[config.mk]
export PLATFORM = sky130hd
export DESIGN_NAME = dram_row_miss_retry
export DESIGN_NICKNAME = d
export VERILOG_FILES = /design/src/include/dram_row_miss_retry_pkg.sv /design/src/rtl/dram_row_miss_retry.sv
export SDC_FILE = /design/constraint.sdc
export NUM_CORES = 1
export LEC_CHECK = 0
export ABC_AREA = 1
export BUFFER_PORTS_ARGS = -buffer_cell sky130_fd_sc_hd__buf_2
export CAP_MARGIN = 5
export CORE_MARGIN = 10
export CORE_UTILIZATION = 52
export CTS_CLUSTER_DIAMETER = 100
export DETAILED_ROUTE_END_ITERATION = 8
export PLACE_DENSITY = 0.74
export SLEW_MARGIN = 30
export SYNTH_ARGS = -nofsm -noshare
export SYNTH_HDL_FRONTEND = slang
export SYNTH_SLANG_ARGS = --single-unit
[constraint.sdc]
create_clock -name i_ref_clk -period 2.4 [get_ports i_ref_clk]
set_input_delay 0.36 -clock i_ref_clk [delete_from_list [all_inputs] [get_ports i_ref_clk]]
set_output_delay 0.36 -clock i_ref_clk [all_outputs]
set_load 0.05 [all_outputs]
[src/include/dram_row_miss_retry_pkg.sv]
// Constants, types and register map for the row-cache retry block.
// Assumes a single core clock and a sampled, free-standing link clock pin.
package dram_row_miss_retry_pkg;

    // ------------------------------------------------------------------
    // Register map (byte offsets on the plain register port)
    // ------------------------------------------------------------------
    localparam logic [7:0] ROW_TIMING_OFS = 8'h00;
    localparam logic [7:0] SWAP_SELECT_OFS = 8'h04;
    localparam logic [7:0] STATUS_OFS = 8'h08;

    // Field positions inside row_timing_register.
    localparam int PREP_POS = 0;
    localparam int SENSE_POS = 8;
    localparam int IMP_POS = 16;
    localparam int EXP_POS = 24;
    localparam int FIELD_W = 5;
    // Status bit positions.
    localparam int STAT_BUSY_POS = 8;
    localparam int STAT_IMP_POS = 9;

    // Reset values of the programmable counts and the swap select.
    localparam logic [31:0] ROW_TIMING_RST = 32'h040A_0701;
    localparam logic [8:0] SWAP_SELECT_RST = 9'h000;

    // ------------------------------------------------------------------
    // Fixed overheads, in link clock cycles
    // ------------------------------------------------------------------
    localparam logic [7:0] FETCH_OVH_CYC = 8'h07;
    localparam logic [7:0] REF_IDLE_OVH_CYC = 8'h0E;
    localparam logic [7:0] REF_REDUCED_OVH_CYC = 8'h14;
    localparam logic [7:0] REF_PAD_CYC = 8'h2A;
    localparam logic [7:0] PREP_OVH_CYC = 8'h06;
    localparam logic [7:0] SENSE_OVH_CYC = 8'h01;
    localparam logic [7:0] IMP_OVH_CYC = 8'h05;
    localparam logic [7:0] EXP_OVH_CYC = 8'h04;
    localparam logic [7:0] HOLD_OVH_CYC = 8'h01;
    localparam logic [7:0] REF_OVH_CYC =
        REF_IDLE_OVH_CYC + REF_REDUCED_OVH_CYC + REF_PAD_CYC;
    localparam logic [3:0] READ_HIT_CYC = 4'hA;
    localparam logic [3:0] WRITE_HIT_CYC = 4'h4;
    localparam logic [2:0] REF_ROWS = 3'h4;

    // ------------------------------------------------------------------
    // Address layout
    // ------------------------------------------------------------------
    localparam int NUM_BANKS = 2;
    localparam int BANK_BIT = 11;
    localparam int ROW_W = 16;
    localparam int SWAP_LO = 11;
    localparam int SWAP_HI = 20;
    localparam int SWAP_W = 9;

    // ------------------------------------------------------------------
    // Types
    // ------------------------------------------------------------------
    typedef struct packed {
        logic strobe;
        logic write;
        logic close;
        logic refresh;
        logic [35:3] addr;
    } req_type;

    typedef struct packed {
        logic valid;
        logic okay;
    } ack_type;

    typedef enum logic [2:0] {
        S_IDLE = 3'b000,
        S_OVH = 3'b001,
        S_WB = 3'b010,
        S_PREP = 3'b011,
        S_SENSE = 3'b100,
        S_IMP = 3'b101,
        S_HOLD = 3'b110
    } state_type;

endpackage

[src/rtl/dram_row_miss_retry.sv]
// Row-cache retry logic of the responding memory device.
// Assumes requests arrive as pin levels stable around a link clock edge.
`timescale 1ns/1ps
module dram_row_miss_retry (
    // Clock and reset.
    input wire logic i_ref_clk,
    input wire logic i_rst_n,
    // Link pins.
    input wire logic i_link_clk,
    input wire dram_row_miss_retry_pkg::req_type i_req,
    output dram_row_miss_retry_pkg::ack_type o_ack,
    output logic o_data_start,
    output logic o_data_write,
    // Register port.
    input wire logic [7:0] i_reg_addr,
    input wire logic [31:0] i_reg_wdata,
    input wire logic i_reg_wr,
    input wire logic i_reg_rd,
    output logic [31:0] o_reg_rdata
);
    import dram_row_miss_retry_pkg::*;

    // ------------------------------------------------------------------
    // Helpers
    // ------------------------------------------------------------------

    // Swap individual bits between the two nine-bit fields.
    function automatic logic [35:3] map_addr(input logic [35:3] a,
                                             input logic [8:0] sel);
        logic [35:3] m;
        m = a;
        for (int i = 0; i < SWAP_W; i++) begin
            if (sel[i]) begin
                m[SWAP_HI + i] = a[SWAP_LO + i];
                m[SWAP_LO + i] = a[SWAP_HI + i];
            end
        end
        return m;
    endfunction

    // Length of one phase: fixed overhead plus programmable count; S_OVH is fixed overhead alone.
    function automatic logic [7:0] phase_len(input state_type st,
                                             input logic is_ref,
                                             input logic [31:0] t);
        logic [7:0] p;
        logic [7:0] s;
        logic [7:0] i;
        logic [7:0] e;
        p = {3'h0, t[PREP_POS +: FIELD_W]};
        s = {3'h0, t[SENSE_POS +: FIELD_W]};
        i = {3'h0, t[IMP_POS +: FIELD_W]};
        e = {3'h0, t[EXP_POS +: FIELD_W]};
        case (st)
            S_OVH: phase_len = is_ref ? REF_OVH_CYC : FETCH_OVH_CYC;
            S_WB: phase_len = EXP_OVH_CYC + e;
            S_PREP: phase_len = PREP_OVH_CYC + p;
            S_SENSE: phase_len = SENSE_OVH_CYC + s;
            S_IMP: phase_len = IMP_OVH_CYC + i;
            S_HOLD: phase_len = HOLD_OVH_CYC + p;
            default: phase_len = 8'h01;
        endcase
    endfunction

    // ------------------------------------------------------------------
    // Pin synchronisers
    // ------------------------------------------------------------------

    // Two flops per pin; the third link clock flop only finds edges.
    logic lclk_s1_q;
    logic lclk_s2_q;
    logic lclk_s3_q;
    req_type req_s1_q;
    req_type req_s2_q;

    always_ff @(posedge i_ref_clk) begin
        if (!i_rst_n) begin
            lclk_s1_q <= 1'b0;
            lclk_s2_q <= 1'b0;
            lclk_s3_q <= 1'b0;
            req_s1_q <= '0;
            req_s2_q <= '0;
        end else begin
            lclk_s1_q <= i_link_clk;
            lclk_s2_q <= lclk_s1_q;
            lclk_s3_q <= lclk_s2_q;
            req_s1_q <= i_req;
            req_s2_q <= req_s1_q;
        end
    end

    logic link_rise;
    logic take;
    logic [35:3] maddr;
    logic req_bank;
    logic [ROW_W-1:0] req_row;

    // Requests are taken once per link cycle, at its sampled rising edge.
    assign link_rise = lclk_s2_q & ~lclk_s3_q;
    assign take = link_rise & req_s2_q.strobe;

    // ------------------------------------------------------------------
    // Register port
    // ------------------------------------------------------------------
    logic [31:0] timing_q;
    logic [31:0] timing_d;
    logic [8:0] swap_q;
    logic [8:0] swap_d;
    logic [31:0] rdata_q;
    logic [31:0] rdata_d;
    state_type st_q;
    logic [5:0] imp_q;

    // Writes steer the timing and mapping; reads of holes return zero.
    always_comb begin
        timing_d = timing_q;
        swap_d = swap_q;
        rdata_d = 32'h0000_0000;
        if (i_reg_wr && i_reg_addr == ROW_TIMING_OFS) begin
            timing_d = i_reg_wdata & 32'h1F1F_1F1F;
        end
        if (i_reg_wr && i_reg_addr == SWAP_SELECT_OFS) begin
            swap_d = i_reg_wdata[8:0];
        end
        if (i_reg_rd) begin
            case (i_reg_addr)
                ROW_TIMING_OFS: rdata_d = timing_q;
                SWAP_SELECT_OFS: rdata_d = {23'h0, swap_q};
                STATUS_OFS: begin
                    rdata_d[2:0] = st_q;
                    rdata_d[STAT_BUSY_POS] = (st_q != S_IDLE);
                    rdata_d[STAT_IMP_POS] = (imp_q != 6'h00);
                end
                default: rdata_d = 32'h0000_0000;
            endcase
        end
    end

    always_ff @(posedge i_ref_clk) begin
        if (!i_rst_n) begin
            timing_q <= ROW_TIMING_RST;
            swap_q <= SWAP_SELECT_RST;
            rdata_q <= 32'h0000_0000;
        end else begin
            timing_q <= timing_d;
            swap_q <= swap_d;
            rdata_q <= rdata_d;
        end
    end

    assign maddr = map_addr(req_s2_q.addr, swap_q);
    assign req_bank = maddr[BANK_BIT];
    assign req_row = maddr[35:20];

    // ------------------------------------------------------------------
    // Row cache, retry sequencer and acknowledge
    // ------------------------------------------------------------------
    state_type st_d;
    logic [7:0] cnt_q;
    logic [7:0] cnt_d;
    logic [2:0] round_q;
    logic [2:0] round_d;
    logic ref_q;
    logic ref_d;
    logic wb_q;
    logic wb_d;
    logic tgt_bank_q;
    logic tgt_bank_d;
    logic [ROW_W-1:0] tgt_row_q;
    logic [ROW_W-1:0] tgt_row_d;
    logic cur_bank_q;
    logic cur_bank_d;
    logic [5:0] imp_d;
    logic [NUM_BANKS-1:0] valid_q;
    logic [NUM_BANKS-1:0] valid_d;
    logic [NUM_BANKS-1:0] dirty_q;
    logic [NUM_BANKS-1:0] dirty_d;
    logic [ROW_W-1:0] row_q [NUM_BANKS];
    logic [ROW_W-1:0] row_d [NUM_BANKS];
    ack_type ack_q;
    ack_type ack_d;
    logic pend_q;
    logic pend_d;
    logic pend_wr_q;
    logic pend_wr_d;
    logic [3:0] lat_q;
    logic [3:0] lat_d;
    logic dstart_q;
    logic dstart_d;
    logic hit;

    assign hit = valid_q[req_bank] && (row_q[req_bank] == req_row);

    // All timing advances on link edges, since intervals are link cycles.
    always_comb begin
        st_d = st_q;
        cnt_d = cnt_q;
        round_d = round_q;
        ref_d = ref_q;
        wb_d = wb_q;
        tgt_bank_d = tgt_bank_q;
        tgt_row_d = tgt_row_q;
        cur_bank_d = cur_bank_q;
        imp_d = imp_q;
        valid_d = valid_q;
        dirty_d = dirty_q;
        row_d = row_q;
        ack_d = '0;
        pend_d = pend_q;
        pend_wr_d = pend_wr_q;
        lat_d = lat_q;
        dstart_d = 1'b0;
        if (link_rise) begin
            // The rewrite after a sense runs beside later transfers.
            if (imp_q != 6'h00) begin
                imp_d = imp_q - 6'h01;
            end
            // Data starts the hit latency after the okayed request.
            if (pend_q) begin
                if (lat_q == 4'h0) begin
                    dstart_d = 1'b1;
                    pend_d = 1'b0;
                end else begin
                    lat_d = lat_q - 4'h1;
                end
            end
        end
        if (take && st_q == S_IDLE && req_s2_q.refresh) begin
            // The refresh request itself is okayed, carrying no data.
            ack_d = '{valid: 1'b1, okay: 1'b1};
            ref_d = 1'b1;
            round_d = 3'h0;
            wb_d = dirty_q[cur_bank_q];
            st_d = S_OVH;
            // The taking edge is the first overhead cycle, so the device
            // is idle again exactly when the retry interval has passed.
            cnt_d = phase_len(S_OVH, 1'b1, timing_q) - 8'h02;
        end else if (take && st_q == S_IDLE && hit) begin
            ack_d = '{valid: 1'b1, okay: 1'b1};
            pend_d = 1'b1;
            pend_wr_d = req_s2_q.write;
            lat_d = (req_s2_q.write ? WRITE_HIT_CYC : READ_HIT_CYC) - 4'h1;
            cur_bank_d = req_bank;
            if (req_s2_q.write) begin
                dirty_d[req_bank] = 1'b1;
            end
        end else if (take && st_q == S_IDLE) begin
            // Miss: nack and fetch; a set close bit skips the write-back.
            ack_d = '{valid: 1'b1, okay: 1'b0};
            ref_d = 1'b0;
            tgt_bank_d = req_bank;
            tgt_row_d = req_row;
            wb_d = dirty_q[req_bank] && valid_q[req_bank]
                && !req_s2_q.close;
            st_d = S_OVH;
            // Counting the taking edge lets the retry edge itself be okayed.
            cnt_d = phase_len(S_OVH, 1'b0, timing_q) - 8'h02;
        end else if (take) begin
            // Busy: nothing from this request is kept.
            ack_d = '{valid: 1'b1, okay: 1'b0};
        end
        if (link_rise && st_q != S_IDLE) begin
            if (cnt_q != 8'h00) begin
                cnt_d = cnt_q - 8'h01;
            end else begin
                case (st_q)
                    S_OVH: begin
                        // A pending rewrite stretches the retry.
                        if (imp_q == 6'h00) begin
                            st_d = wb_q ? S_WB : S_PREP;
                        end
                    end
                    S_WB: begin
                        st_d = S_PREP;
                        if (ref_q) begin
                            dirty_d[cur_bank_q] = 1'b0;
                        end else begin
                            dirty_d[tgt_bank_q] = 1'b0;
                        end
                    end
                    S_PREP: st_d = S_SENSE;
                    S_SENSE: begin
                        if (!ref_q) begin
                            st_d = S_IDLE;
                            row_d[tgt_bank_q] = tgt_row_q;
                            valid_d[tgt_bank_q] = 1'b1;
                            dirty_d[tgt_bank_q] = 1'b0;
                            cur_bank_d = tgt_bank_q;
                            imp_d = 6'(phase_len(S_IMP, 1'b0, timing_q));
                        end else if (round_q < REF_ROWS) begin
                            st_d = S_IMP;
                        end else begin
                            st_d = S_HOLD;
                        end
                    end
                    S_IMP: begin
                        st_d = S_PREP;
                        round_d = round_q + 3'h1;
                    end
                    S_HOLD: begin
                        st_d = S_IDLE;
                        dirty_d[cur_bank_q] = 1'b0;
                    end
                    default: st_d = S_IDLE;
                endcase
                if (st_d != st_q && st_d != S_IDLE) begin
                    cnt_d = phase_len(st_d, ref_q, timing_q) - 8'h01;
                end
            end
        end
    end

    always_ff @(posedge i_ref_clk) begin
        if (!i_rst_n) begin
            st_q <= S_IDLE;
            cnt_q <= 8'h00;
            round_q <= 3'h0;
            ref_q <= 1'b0;
            wb_q <= 1'b0;
            tgt_bank_q <= 1'b0;
            tgt_row_q <= '0;
            cur_bank_q <= 1'b0;
            imp_q <= 6'h00;
            valid_q <= '0;
            dirty_q <= '0;
            row_q <= '{default: '0};
            ack_q <= '0;
            pend_q <= 1'b0;
            pend_wr_q <= 1'b0;
            lat_q <= 4'h0;
            dstart_q <= 1'b0;
        end else begin
            st_q <= st_d;
            cnt_q <= cnt_d;
            round_q <= round_d;
            ref_q <= ref_d;
            wb_q <= wb_d;
            tgt_bank_q <= tgt_bank_d;
            tgt_row_q <= tgt_row_d;
            cur_bank_q <= cur_bank_d;
            imp_q <= imp_d;
            valid_q <= valid_d;
            dirty_q <= dirty_d;
            row_q <= row_d;
            ack_q <= ack_d;
            pend_q <= pend_d;
            pend_wr_q <= pend_wr_d;
            lat_q <= lat_d;
            dstart_q <= dstart_d;
        end
    end

    assign o_ack = ack_q;
    assign o_data_start = dstart_q;
    assign o_data_write = pend_wr_q;
    assign o_reg_rdata = rdata_q;

    // ------------------------------------------------------------------
    // Checks
    // ------------------------------------------------------------------

    // A nack never arms a data packet.
    nack_no_data_a: assert property (@(posedge i_ref_clk) disable iff (!i_rst_n)
        (ack_d.valid && !ack_d.okay && !pend_q) |=> !pend_q)
        else $error("data armed by a nacked request");

    // Requests seen while busy are nacked on the next cycle.
    busy_nack_a: assert property (@(posedge i_ref_clk) disable iff (!i_rst_n)
        (take && st_q != S_IDLE) |=> (o_ack.valid && !o_ack.okay))
        else $error("busy request not nacked");

    // A miss is nacked and enters the fetch overhead of seven cycles.
    miss_fetch_a: assert property (@(posedge i_ref_clk) disable iff (!i_rst_n)
        (take && st_q == S_IDLE && !req_s2_q.refresh && !hit)
        |=> (st_q == S_OVH && cnt_q == FETCH_OVH_CYC - 8'h02 && !o_ack.okay))
        else $error("miss did not start a fetch");

    // The end of a fetch loads the row register and sets valid.
    fetch_load_a: assert property (@(posedge i_ref_clk) disable iff (!i_rst_n)
        (link_rise && st_q == S_SENSE && cnt_q == 8'h00 && !ref_q)
        |=> (valid_q[tgt_bank_q] && row_q[tgt_bank_q] == tgt_row_q
             && st_q == S_IDLE))
        else $error("fetch did not load the row");

    // An okayed write marks its bank dirty.
    write_dirty_a: assert property (@(posedge i_ref_clk) disable iff (!i_rst_n)
        (take && st_q == S_IDLE && hit && req_s2_q.write
         && !req_s2_q.refresh) |=> dirty_q[$past(req_bank)])
        else $error("write hit left bank clean");

    // Write-back follows the overhead exactly when it was needed.
    wb_order_a: assert property (@(posedge i_ref_clk) disable iff (!i_rst_n)
        (link_rise && st_q == S_OVH && cnt_q == 8'h00 && imp_q == 6'h00)
        |=> (st_q == (wb_q ? S_WB : S_PREP)))
        else $error("wrong phase after overhead");

    // A read hit okay loads the read hit latency, less one, into the latency count.
    hit_latency_a: assert property (@(posedge i_ref_clk) disable iff (!i_rst_n)
        (o_ack.valid && o_ack.okay && pend_q && !o_data_write
         && st_q == S_IDLE)
        |-> (lat_q == READ_HIT_CYC - 4'h1))
        else $error("read hit latency not loaded");

    // The refresh ends by clearing the current row dirty flag.
    refresh_clear_a: assert property (@(posedge i_ref_clk) disable iff (!i_rst_n)
        (link_rise && st_q == S_HOLD && cnt_q == 8'h00)
        |=> (!dirty_q[cur_bank_q] && st_q == S_IDLE))
        else $error("refresh left the row dirty");

    // Untouched address bits pass and full select swaps both fields.
    map_pass_a: assert property (@(posedge i_ref_clk) disable iff (!i_rst_n)
        (maddr[35:29] == req_s2_q.addr[35:29]
         && maddr[10:3] == req_s2_q.addr[10:3]))
        else $error("pass-through address bits altered");

    swap_full_a: assert property (@(posedge i_ref_clk) disable iff (!i_rst_n)
        (swap_q == 9'h1FF) |-> (maddr[28:20] == req_s2_q.addr[19:11]
                                && maddr[19:11] == req_s2_q.addr[28:20]))
        else $error("full swap did not exchange fields");

endmodule

=== After elaboration in Yosys (flattened, before gate mapping) ===
Index checks and enable logic that the tools add are counted.

* Add/subtract/negate cells: 13
* Multiply operators: 0
* Divide/modulo/power cells: 0
* Order comparisons: 10
* Equality and inequality tests: 17
* Shifts and indexed selects: 0
* Muxes and demuxes: 104
* Bitwise logic cells: 15
* Reductions and logical operators: 32

{| class="wikitable"
|+ Operators by type and width
! kind !! count
|-
| 8-bit two-way mux || 13
|-
| 16-bit two-way mux || 4
|-
| 7-bit one-hot mux with 6 select lines || 1
|-
| 3-bit two-way mux || 13
|-
| 1-bit two-way mux || 38
|-
| 6-bit two-way mux || 6
|-
| 32-bit bitwise mux || 1
|-
| 2-bit two-way mux || 12
|-
| 4-bit two-way mux || 6
|-
| 3-bit by 5-bit adder with 6-bit output (first input constant) || 3
|-
| 3-bit equality test (second input constant) || 6
|-
| 16-bit demux with 1-bit select || 1
|-
| 16-bit equality test || 1
|-
| 8-bit by 1-bit subtractor with 8-bit output (second input constant) || 2
|-
| 8-bit by 2-bit subtractor with 8-bit output (second input constant) || 2
|-
| 1-bit logical AND || 14
|-
| 1-bit by 5-bit adder with 6-bit output (first input constant) || 2
|-
| 3-bit by 2-bit equality test with 1-bit output (second input constant) || 4
|-
| 2-bit one-hot mux with 3 select lines || 2
|-
| 3-bit one-hot mux with 4 select lines || 1
|-
| 5-bit one-hot mux with 2 select lines || 1
|-
| 3-bit one-hot mux with 3 select lines || 1
|-
| 3-bit AND reduction || 3
|-
| 8-bit by 3-bit equality test with 1-bit output (second input constant) || 1
|-
| other kinds (32) || 53
|}

* Bits in registers: 214
* Bits in latches: 0
* Memory bits (writable): 0
* ROM bits: 0
* Input port bits: 82
* Output and inout port bits: 36
* Word-level logic and storage cells: 227
* Memories kept: 0

=== Depth between registers and ports, before layout ===
Gate-level depths: netlist of the first run.

* Depth in word-level cells: 23
* Depth in mapped cells: 20
* Depth with buffers taken out: 20

=== Worst setup path after synthesis of the first run ===
No wires, ideal clock.

* Path type: register to register
* Start point: register ref_q
* End point: register cnt_q[4]
* Data arrival time: 2.272 ns
* Path slack: 0.010 ns
* Stages on the path, launching flop included: 18
* Buffers on the path: 1
* Path through: dfxtp_1 -> buf_4 -> nand2_1 -> inv_1 -> nand3_1 -> o21ai_0 -> ha_1 -> a22oi_1 -> nand4_1 -> inv_1 -> ha_1 -> inv_1 -> nor2_1 -> inv_1 -> o21ai_1 -> nand3_1 -> nand2_1 -> a21oi_1

* Longest elaborated chain between the ends: 13
* Elaborated cells on any way between the ends: 22
* Classes of those cells: 1 x add/sub; 7 x eq/ne; 12 x mux; 2 x reduce/logical

{| class="wikitable"
|+ Ends and longest elaborated chain
! element !! RTL line !! source
|-
| start, declared || dram_row_miss_retry.sv:162 || <nowiki>logic ref_q;</nowiki>
|-
| start signal, assigned || dram_row_miss_retry.sv:335 || <nowiki>ref_q <= ref_d;</nowiki>
|-
| 3-bit two-way mux || dram_row_miss_retry.sv:282 || <nowiki>if (!ref_q) begin</nowiki>
|-
| 3-bit one-hot mux with 4 select lines || dram_row_miss_retry.sv:265 || <nowiki>case (st_q)</nowiki>
|-
| 3-bit two-way mux || dram_row_miss_retry.sv:262 || <nowiki>if (cnt_q != 8'h00) begin</nowiki>
|-
| 3-bit two-way mux || dram_row_miss_retry.sv:261 || <nowiki>if (link_rise && st_q != S_IDLE) begin</nowiki>
|-
| 3-bit equality test (tied with other cells) || dram_row_miss_retry.sv:53 || <nowiki>case (st)</nowiki>
|-
| 7-bit one-hot mux with 6 select lines || dram_row_miss_retry.sv:53 ||
|-
| 8-bit two-way mux || dram_row_miss_retry.sv:305 || <nowiki>if (st_d != st_q && st_d != S_IDLE) begin</nowiki>
|-
| 8-bit two-way mux || dram_row_miss_retry.sv:262 ||
|-
| 8-bit two-way mux || dram_row_miss_retry.sv:261 ||
|-
| 8-bit by 1-bit subtractor with 8-bit output || dram_row_miss_retry.sv:306 || <nowiki>cnt_d = phase_len(st_d, ref_q, timing_q) - 8'h01;</nowiki>
|-
| 8-bit two-way mux * || dram_row_miss_retry.sv:305 ||
|-
| 8-bit two-way mux * || dram_row_miss_retry.sv:262 ||
|-
| 8-bit two-way mux * || dram_row_miss_retry.sv:261 ||
|-
| end signal, assigned || dram_row_miss_retry.sv:333 || <nowiki>cnt_q <= cnt_d;</nowiki>
|-
| end, declared || dram_row_miss_retry.sv:158 || <nowiki>logic [7:0] cnt_q;</nowiki>
|}

Mark *: on every way between the ends. The rest lies on a longest branch, timed or not. The select of a mux whose other input is x is not followed.
A chain may end at the register's enable or synchronous reset.

=== Final worst setup path of the first run ===
* Start point: register cnt_q[1]
* End point: register row_q[20] (netlist bit)

* Longest elaborated chain between the ends: 3

{| class="wikitable"
|+ Ends and longest elaborated chain
! element !! RTL line !! source
|-
| 8-bit nonzero test || dram_row_miss_retry.sv:262 ||
|-
| 1-bit inverter (no source line) || - ||
|-
| 4-bit AND reduction (no source line) || - ||
|-
| end signal, assigned || dram_row_miss_retry.sv:343 || <nowiki>row_q <= row_d;</nowiki>
|-
| end, declared || dram_row_miss_retry.sv:177 || <nowiki>logic [ROW_W-1:0] row_q [NUM_BANKS];</nowiki>
|}

No other way between the ends.

==> summary.txt, run 1 <==
Prevailing post-synth register cell -> dfxtp_1
Slew HR -> 55.2%
Violated checks -> setup timing
Final cell utilization of the core -> 65.7%
Clock Path Buffers -> 2
Initial antenna violation count -> 1
Routability-driven placement congestion ratio -> 0.933
CTS tree -> yes
Initial core utilization -> 52.9%
Yosys cell types -> 47
Post-synth EDFFs -> 0
Die H -> 150 µm
Sequential element share of the synthesized area -> 45.3%
FP Rows -> 47
Worst Setup End Kind -> flip-flop
Drt wl/cell -> 13.9 µm
Tmin final -> 2.43 ns
Die area -> 22400 µm²
ANT nets after route -> 0
1st-pass router iterations -> 5
Worst clock skew -> 0.0119 ns
Chip width -> 150 µm
DR vias -> 7922
Pleak -> 0.00507 µW
Area of the multi-input gates -> 4040 µm²
Hold crit path type -> in -> reg
Avg Synthesized Cell Area -> 7.33 µm²
Fraction of layout instances using a drive strength above 1 -> 24.6%
IO buf count -> 91
Post-route DRC violation count -> 0
Setup TNS -> -0.0478 ns
Reg2reg start -> cnt_q[1]
First-pass GRT wire length -> 32900 µm
Yosys warns -> 0
Syn Inst Count -> 1193
Critical path origin -> cnt_q[1]
Mapped cell area -> 8750 µm²
CP Data Required Time -> 2.77 ns
Grt ovf -> 0
Clk root buf -> clkbuf_16
Number of global-route vias before repair -> 7116
Fmax -> 412 MHz
Nets -> 1432
Reg area -> 3980 µm²
Num Clock Sinks -> 198
Dpl hpwl -> 14000 µm
Gr usage total -> 17.9%
Cell area after layout -> 10900 µm²
Post-layout worst setup margin -> -0.0289 ns
CTS Buf Count -> 17
Startpoint Class -> flip-flop
Slew Limit Fails -> 0
# Max-Cap Violations -> 0
Area growth, synth to finish -> 24.1%
Core ar. -> 16500 µm²
Status -> finished with violations
Layout fillers -> 1407
Most frequent cells in the layout -> 260 x nand2_1, 192 x inv_1, 189 x dfxtp_1
Initial DRC Count -> 549
Critical Path AT -> 2.80 ns
Worst-margin pin slew -> 0.672 ns
Min-delay src -> i_req[30]
RSZ-0062 raised after global routing -> true
H-Tree Level Count -> 4
Async SR Flop Fraction -> 0%
Vias per cell -> 5.04
DP Area -> 9670 µm²
Worst IR drop on VDD -> 514 µV
FF+latch count, synth -> 198
Most common cell after layout, fill and taps aside -> nand2_1
Clock-pin slew on the worst setup and hold paths -> 0.07 ns
Final period utilization -> 101%
Pwr Total -> 6580 µW
Pwr dens -> 606 nW/µm²
Io pins -> 118
Largest net degree at the start of global routing -> 73
WS Path Type -> reg -> reg
Post-Route WL -> 21900 µm
Hold Vio Cnt, Final -> 0
Setup violators final -> 2
CP Max Fanout -> 11
Worst skew pair latency -> 0.44 ns
## state kept, by name (all words and copies together), names as in the netlist, 2 cells and up
signal / flops
maddr: 7
tgt_row_q: 16
o_ack: 2
cnt_q: 8
dirty_q: 2
valid_q: 2
st_q: 3
req_s2_q: 22
timing_q: 20
imp_q: 6
round_q: 3
o_reg_rdata: 23
req_s1_q: 29
lat_q: 4
swap_q: 9
row_q: 32
## cells by family (layout without fill, tap and decap cells)
kind of cell             count (synthesis)  count (layout)  share of synthesized area [%]
AND/OR/NAND/NOR                        462             462                           23.0
buffers and inverters                  258             407                           12.3
AO/OA/AOI/OAI                          252             252                           16.7
flip-flops                             198             198                           45.3
XOR/XNOR                                12              12                           1.20
adder cells (fa/ha/maj)                 10              10                           1.43
other                                    1              10                         0.0429
## critical path, stage by stage, from the launching register on
cell,delay (ns)
dfxtp_2,0.33
inv_2,0.07
ha_4,0.14
nand2_2,0.05
or3_4,0.34
nor2_4,0.09
inv_2,0.05
nor2_4,0.12
nand2_4,0.07
nor2_4,0.12
inv_4,0.06
nor3_4,0.21
inv_4,0.10
nor2_8,0.19
buf_12,0.17
o21ai_1,0.09
a21oi_2,0.16
## through the flow
step	cells	hold WS [ns]	worst slack, ns
6_report	1571	0.0995	-0.0289
5_1_grt	1571	0.107	-0.154
4_1_cts	1545	0.0933	0.00184
3_5_place_dp	1516	0.396	-0.0627
3_3_place_gp	1516	0.392	-0.0198
2_1_floorplan	1201	0.390	0.00996
## power by group
| part | internal [µW] | switching [µW] |
|---|---|---|
| Sequential | 3340 | 22.7 |
| Clock | 1530 | 1270 |
| Combinational | 159 | 260 |
## layer usage
metal,routed length (µm),vias to the layer above,GRT usage [%]
met5,0,-,0
met4,556,0,7.43
met3,1040,49,3.44
met2,11000,220,30.5
met1,9300,3590,21.6
li1,-,4063,-
## final timing paths
kind / end / slack (ns) / depth (start not counted)
min: req_s1_q[30] / 0.1 / 3
max reg2reg: row_q[20] / -0.03 / 16
max: row_q[20] / -0.03 / 16
min reg2reg: req_s2_q[34] / 0.41 / 2
## area by class of cell
cell class	count	share of cell area, %
Clock buffer	18	3.95
Inverter	210	7.39
Multi-Input combinational cell	745	37.2
Sequential cell	198	36.6
Timing Repair Buffer	168	11.1
Clock inverter	11	1.18
Antenna cell	1	0.0231
Tap cell	220	2.54
## timing repair
| action | CTS | global route |
|---|---|---|
| pin swaps | 0 | 35 |
| buffers inserted | 0 | 22 |
| gates resized for setup | 5 | 108 |
| setup endpoints to repair | 3 | 68 |
| cloned | 0 | 3 |
| hold buffers | 0 | 0 |
## cell usage after synthesis, types with 10 or more instances
cell      count  area (µm²)
o21ai_0      83         415
nand2_1     266         998
dfxtp_1     198        3960
a21oi_2      27         236
ha_1         10         125
o21ai_1      31         155
nor2_1       88         330
buf_4        13        97.6
nand3_1      44         220
a21oi_1      74         370
inv_1       201         754
clkbuf_1     23        86.3
o211ai_1     13        97.6
nand4_1      19         119
Note: power is estimated with default switching activity, not from simulation.
==> inputs of run 2 (changes only) <==
SKIP_CTS_REPAIR_TIMING = 1   (was unset)
==> run 2 against run 1 <==
Compared with the run above: the run still ends with setup timing left; total power down 0.19%; register-to-register slack about the same; first-iteration DRC count down 6.6%; sequential share of layout area about the same; non-clock buffer count down 1; combinational power about the same; worst setup slack about the same; sequential power about the same; maximum frequency about the same; utilization down 0.076 points.
==> summary.txt, run 2 (synthesis gave the netlist of run 1 again) <==
Gr usage total -> 17.9% (-0.019 points)
Reg-to-reg slack, setup -> -0.03 ns (about the same)
Core ar. -> 16500 µm² (unchanged)
Clk root buf -> clkbuf_16
Most frequent cells in the layout -> 259 x nand2_1, 192 x inv_1, 189 x dfxtp_1
Grt ovf -> 0 (unchanged)
CTS tree -> yes
Largest Register -> row_q
Die area -> 22400 µm² (unchanged)
Nets -> 1431 (-0.070%)
Largest net degree at the start of global routing -> 73 (unchanged)
Area growth, synth to finish -> 23.9%
DR vias -> 7953 (+0.39%)
WS Path Type -> reg -> reg
R2R cell count -> 16 (unchanged)
Critical path's top delay family -> simple AND/OR/NAND/NOR gates
CP Max Fanout -> 11 (unchanged)
CTS Buf Count -> 17 (unchanged)
Critical Path AT -> 2.80 ns (about the same)
Layout fillers -> 1398 (-0.64%)
Initial antenna violation count -> 1 (unchanged)
Buf/Inv on CP -> 5 (unchanged)
Hold crit path type -> in -> reg
FP Rows -> 47 (unchanged)
Worst clock skew -> 0.0102 ns (-0.00169 ns)
Fmax -> 412 MHz (about the same)
Dpl hpwl -> 14000 µm (unchanged)
Io pins -> 118 (unchanged)
Fraction of layout instances using a drive strength above 1 -> 24.6% (about the same)
# Max-Cap Violations -> 0 (unchanged)
Final cell utilization of the core -> 65.6% (-0.076 points)
Placed insts -> 1516 (unchanged)
Worst path cell trace -> inv_2 > ha_4 > nand2_2 > or3_4 > nor2_4 > inv_2 > nor2_4 > nand2_4 > nor2_4 > inv_4 > nor3_4 > inv_4 > nor2_8 > buf_12 > o21ai_1 > a21oi_2
Worst-margin pin slew -> 0.666 ns (-0.00580 ns)
Max FFs per register -> 32 (unchanged)
Drt wl/cell -> 13.9 µm (-0.42%)
Startpoint Class -> flip-flop
Hold Path Sink -> req_s1_q[19]
CP peak stage delay -> 0.34 ns (about the same)
Clock-pin slew on the worst setup and hold paths -> 0.07 ns (about the same)
RR Endpoint -> row_q[20]
H-Tree Level Count -> 4 (unchanged)
Hold_ws -> 0.101 ns (+0.00124 ns)
Initial DRC Count -> 513 (-6.6%)
Setup slack at placement -> -0.0627 ns (unchanged)
Reg2reg start -> cnt_q[1]
RSZ-0062 raised after global routing -> true
Post-Route WL -> 21800 µm (-0.48%)
Routability-driven placement congestion ratio -> 0.933 (unchanged)
ANT nets after route -> 0 (unchanged)
Setup violators final -> 2 (unchanged)
Worst Hold Depth -> 3 (unchanged)
Post-layout worst setup margin -> -0.0286 ns (+0.000325 ns)
Violated checks -> setup timing
Pwr dens -> 606 nW/µm² (about the same)
Most common cell after layout, fill and taps aside -> nand2_1
Slew HR -> 55.6% (+0.39 points)
Post-route DRC violation count -> 0 (unchanged)
Number of global-route vias before repair -> 7118 (+0.028%)
Initial core utilization -> 52.9% (unchanged)
CP Data Required Time -> 2.77 ns (about the same)
Clock Path Buffers -> 2 (unchanged)
IO buf count -> 91 (unchanged)
Pleak -> 0.00507 µW (about the same)
Worst Setup End Kind -> flip-flop
Final period utilization -> 101% (about the same)
Slowest-stage cell, CP -> or3_4
Tmin final -> 2.43 ns (-0.000325 ns)
Status -> finished with violations
Min-delay src -> i_req[19]
1st-pass router iterations -> 5 (unchanged)
Pwr Total -> 6570 µW (-0.19%)
Worst skew pair latency -> 0.44 ns (about the same)
Slew Limit Fails -> 0 (unchanged)
Die H -> 150 µm (unchanged)
Worst IR drop on VDD -> 513 µV (-0.18%)
Non-Filler Instances -> 1570 (-0.064%)
First-pass GRT wire length -> 32900 µm (about the same)
Vias per cell -> 5.07 (+0.46%)
Cell mode on critical path -> nor2_4
Num Clock Sinks -> 198 (unchanged)
Hold Vio Cnt, Final -> 0 (unchanged)
Chip width -> 150 µm (unchanged)
## run 2: layout make-up
class	instances	area (µm²)	area share, %
antenna	1	2.50	0.0231
clock buffer	18	429	3.96
clock inverter	11	128	1.18
inverter	210	802	7.40
multi-input combinational	745	4030	37.2
sequential	198	3980	36.7
tap	220	275	2.54
timing repair buffer	167	1190	11.0
## run 2: worst max path at each step
stage	start	end	slack (ns)	cells past startpoint
global placement	round_q[2]	cnt_q[6]	-0.02	17
detailed placement	round_q[2]	cnt_q[6]	-0.06	17
CTS	round_q[2]	cnt_q[6]	-0.08	17
global route	cnt_q[1]	row_q[17]	-0.16	16
floorplan	ref_q	cnt_q[4]	0.01	17
finish	cnt_q[1]	row_q[20]	-0.03	16
## run 2: metal layers
metal	wire, µm	GRT usage [%]	vias to the layer above
met4	561	7.43	0
met2	11000	30.5	206
li1	-	-	4062
met3	951	3.44	51
met5	0	0	-
met1	9240	21.6	3634
## run 2: power breakdown
part | leakage, µW | total [µW] | switching (µW) | internal [µW]
Sequential | 0.00161 | 3370 | 22.9 | 3340
Combinational | 0.00319 | 420 | 260 | 159
Clock | 0.000265 | 2780 | 1260 | 1520
Total | 0.00507 | 6570 | 1540 | 5030
## run 2: metrics by stage
stage               cell area, µm²  TNS (ns)
floorplan                     8780         0
global placement              9670   -0.0268
detailed placement            9670    -0.109
CTS                          10200    -0.170
global route                 10800     -3.49
finish                       10800   -0.0557
## run 2: tightest hold or removal path, cell delays in order
cell	delay [ns]
buf_2	0.07
nand2_1	0.04
inv_1	0.04
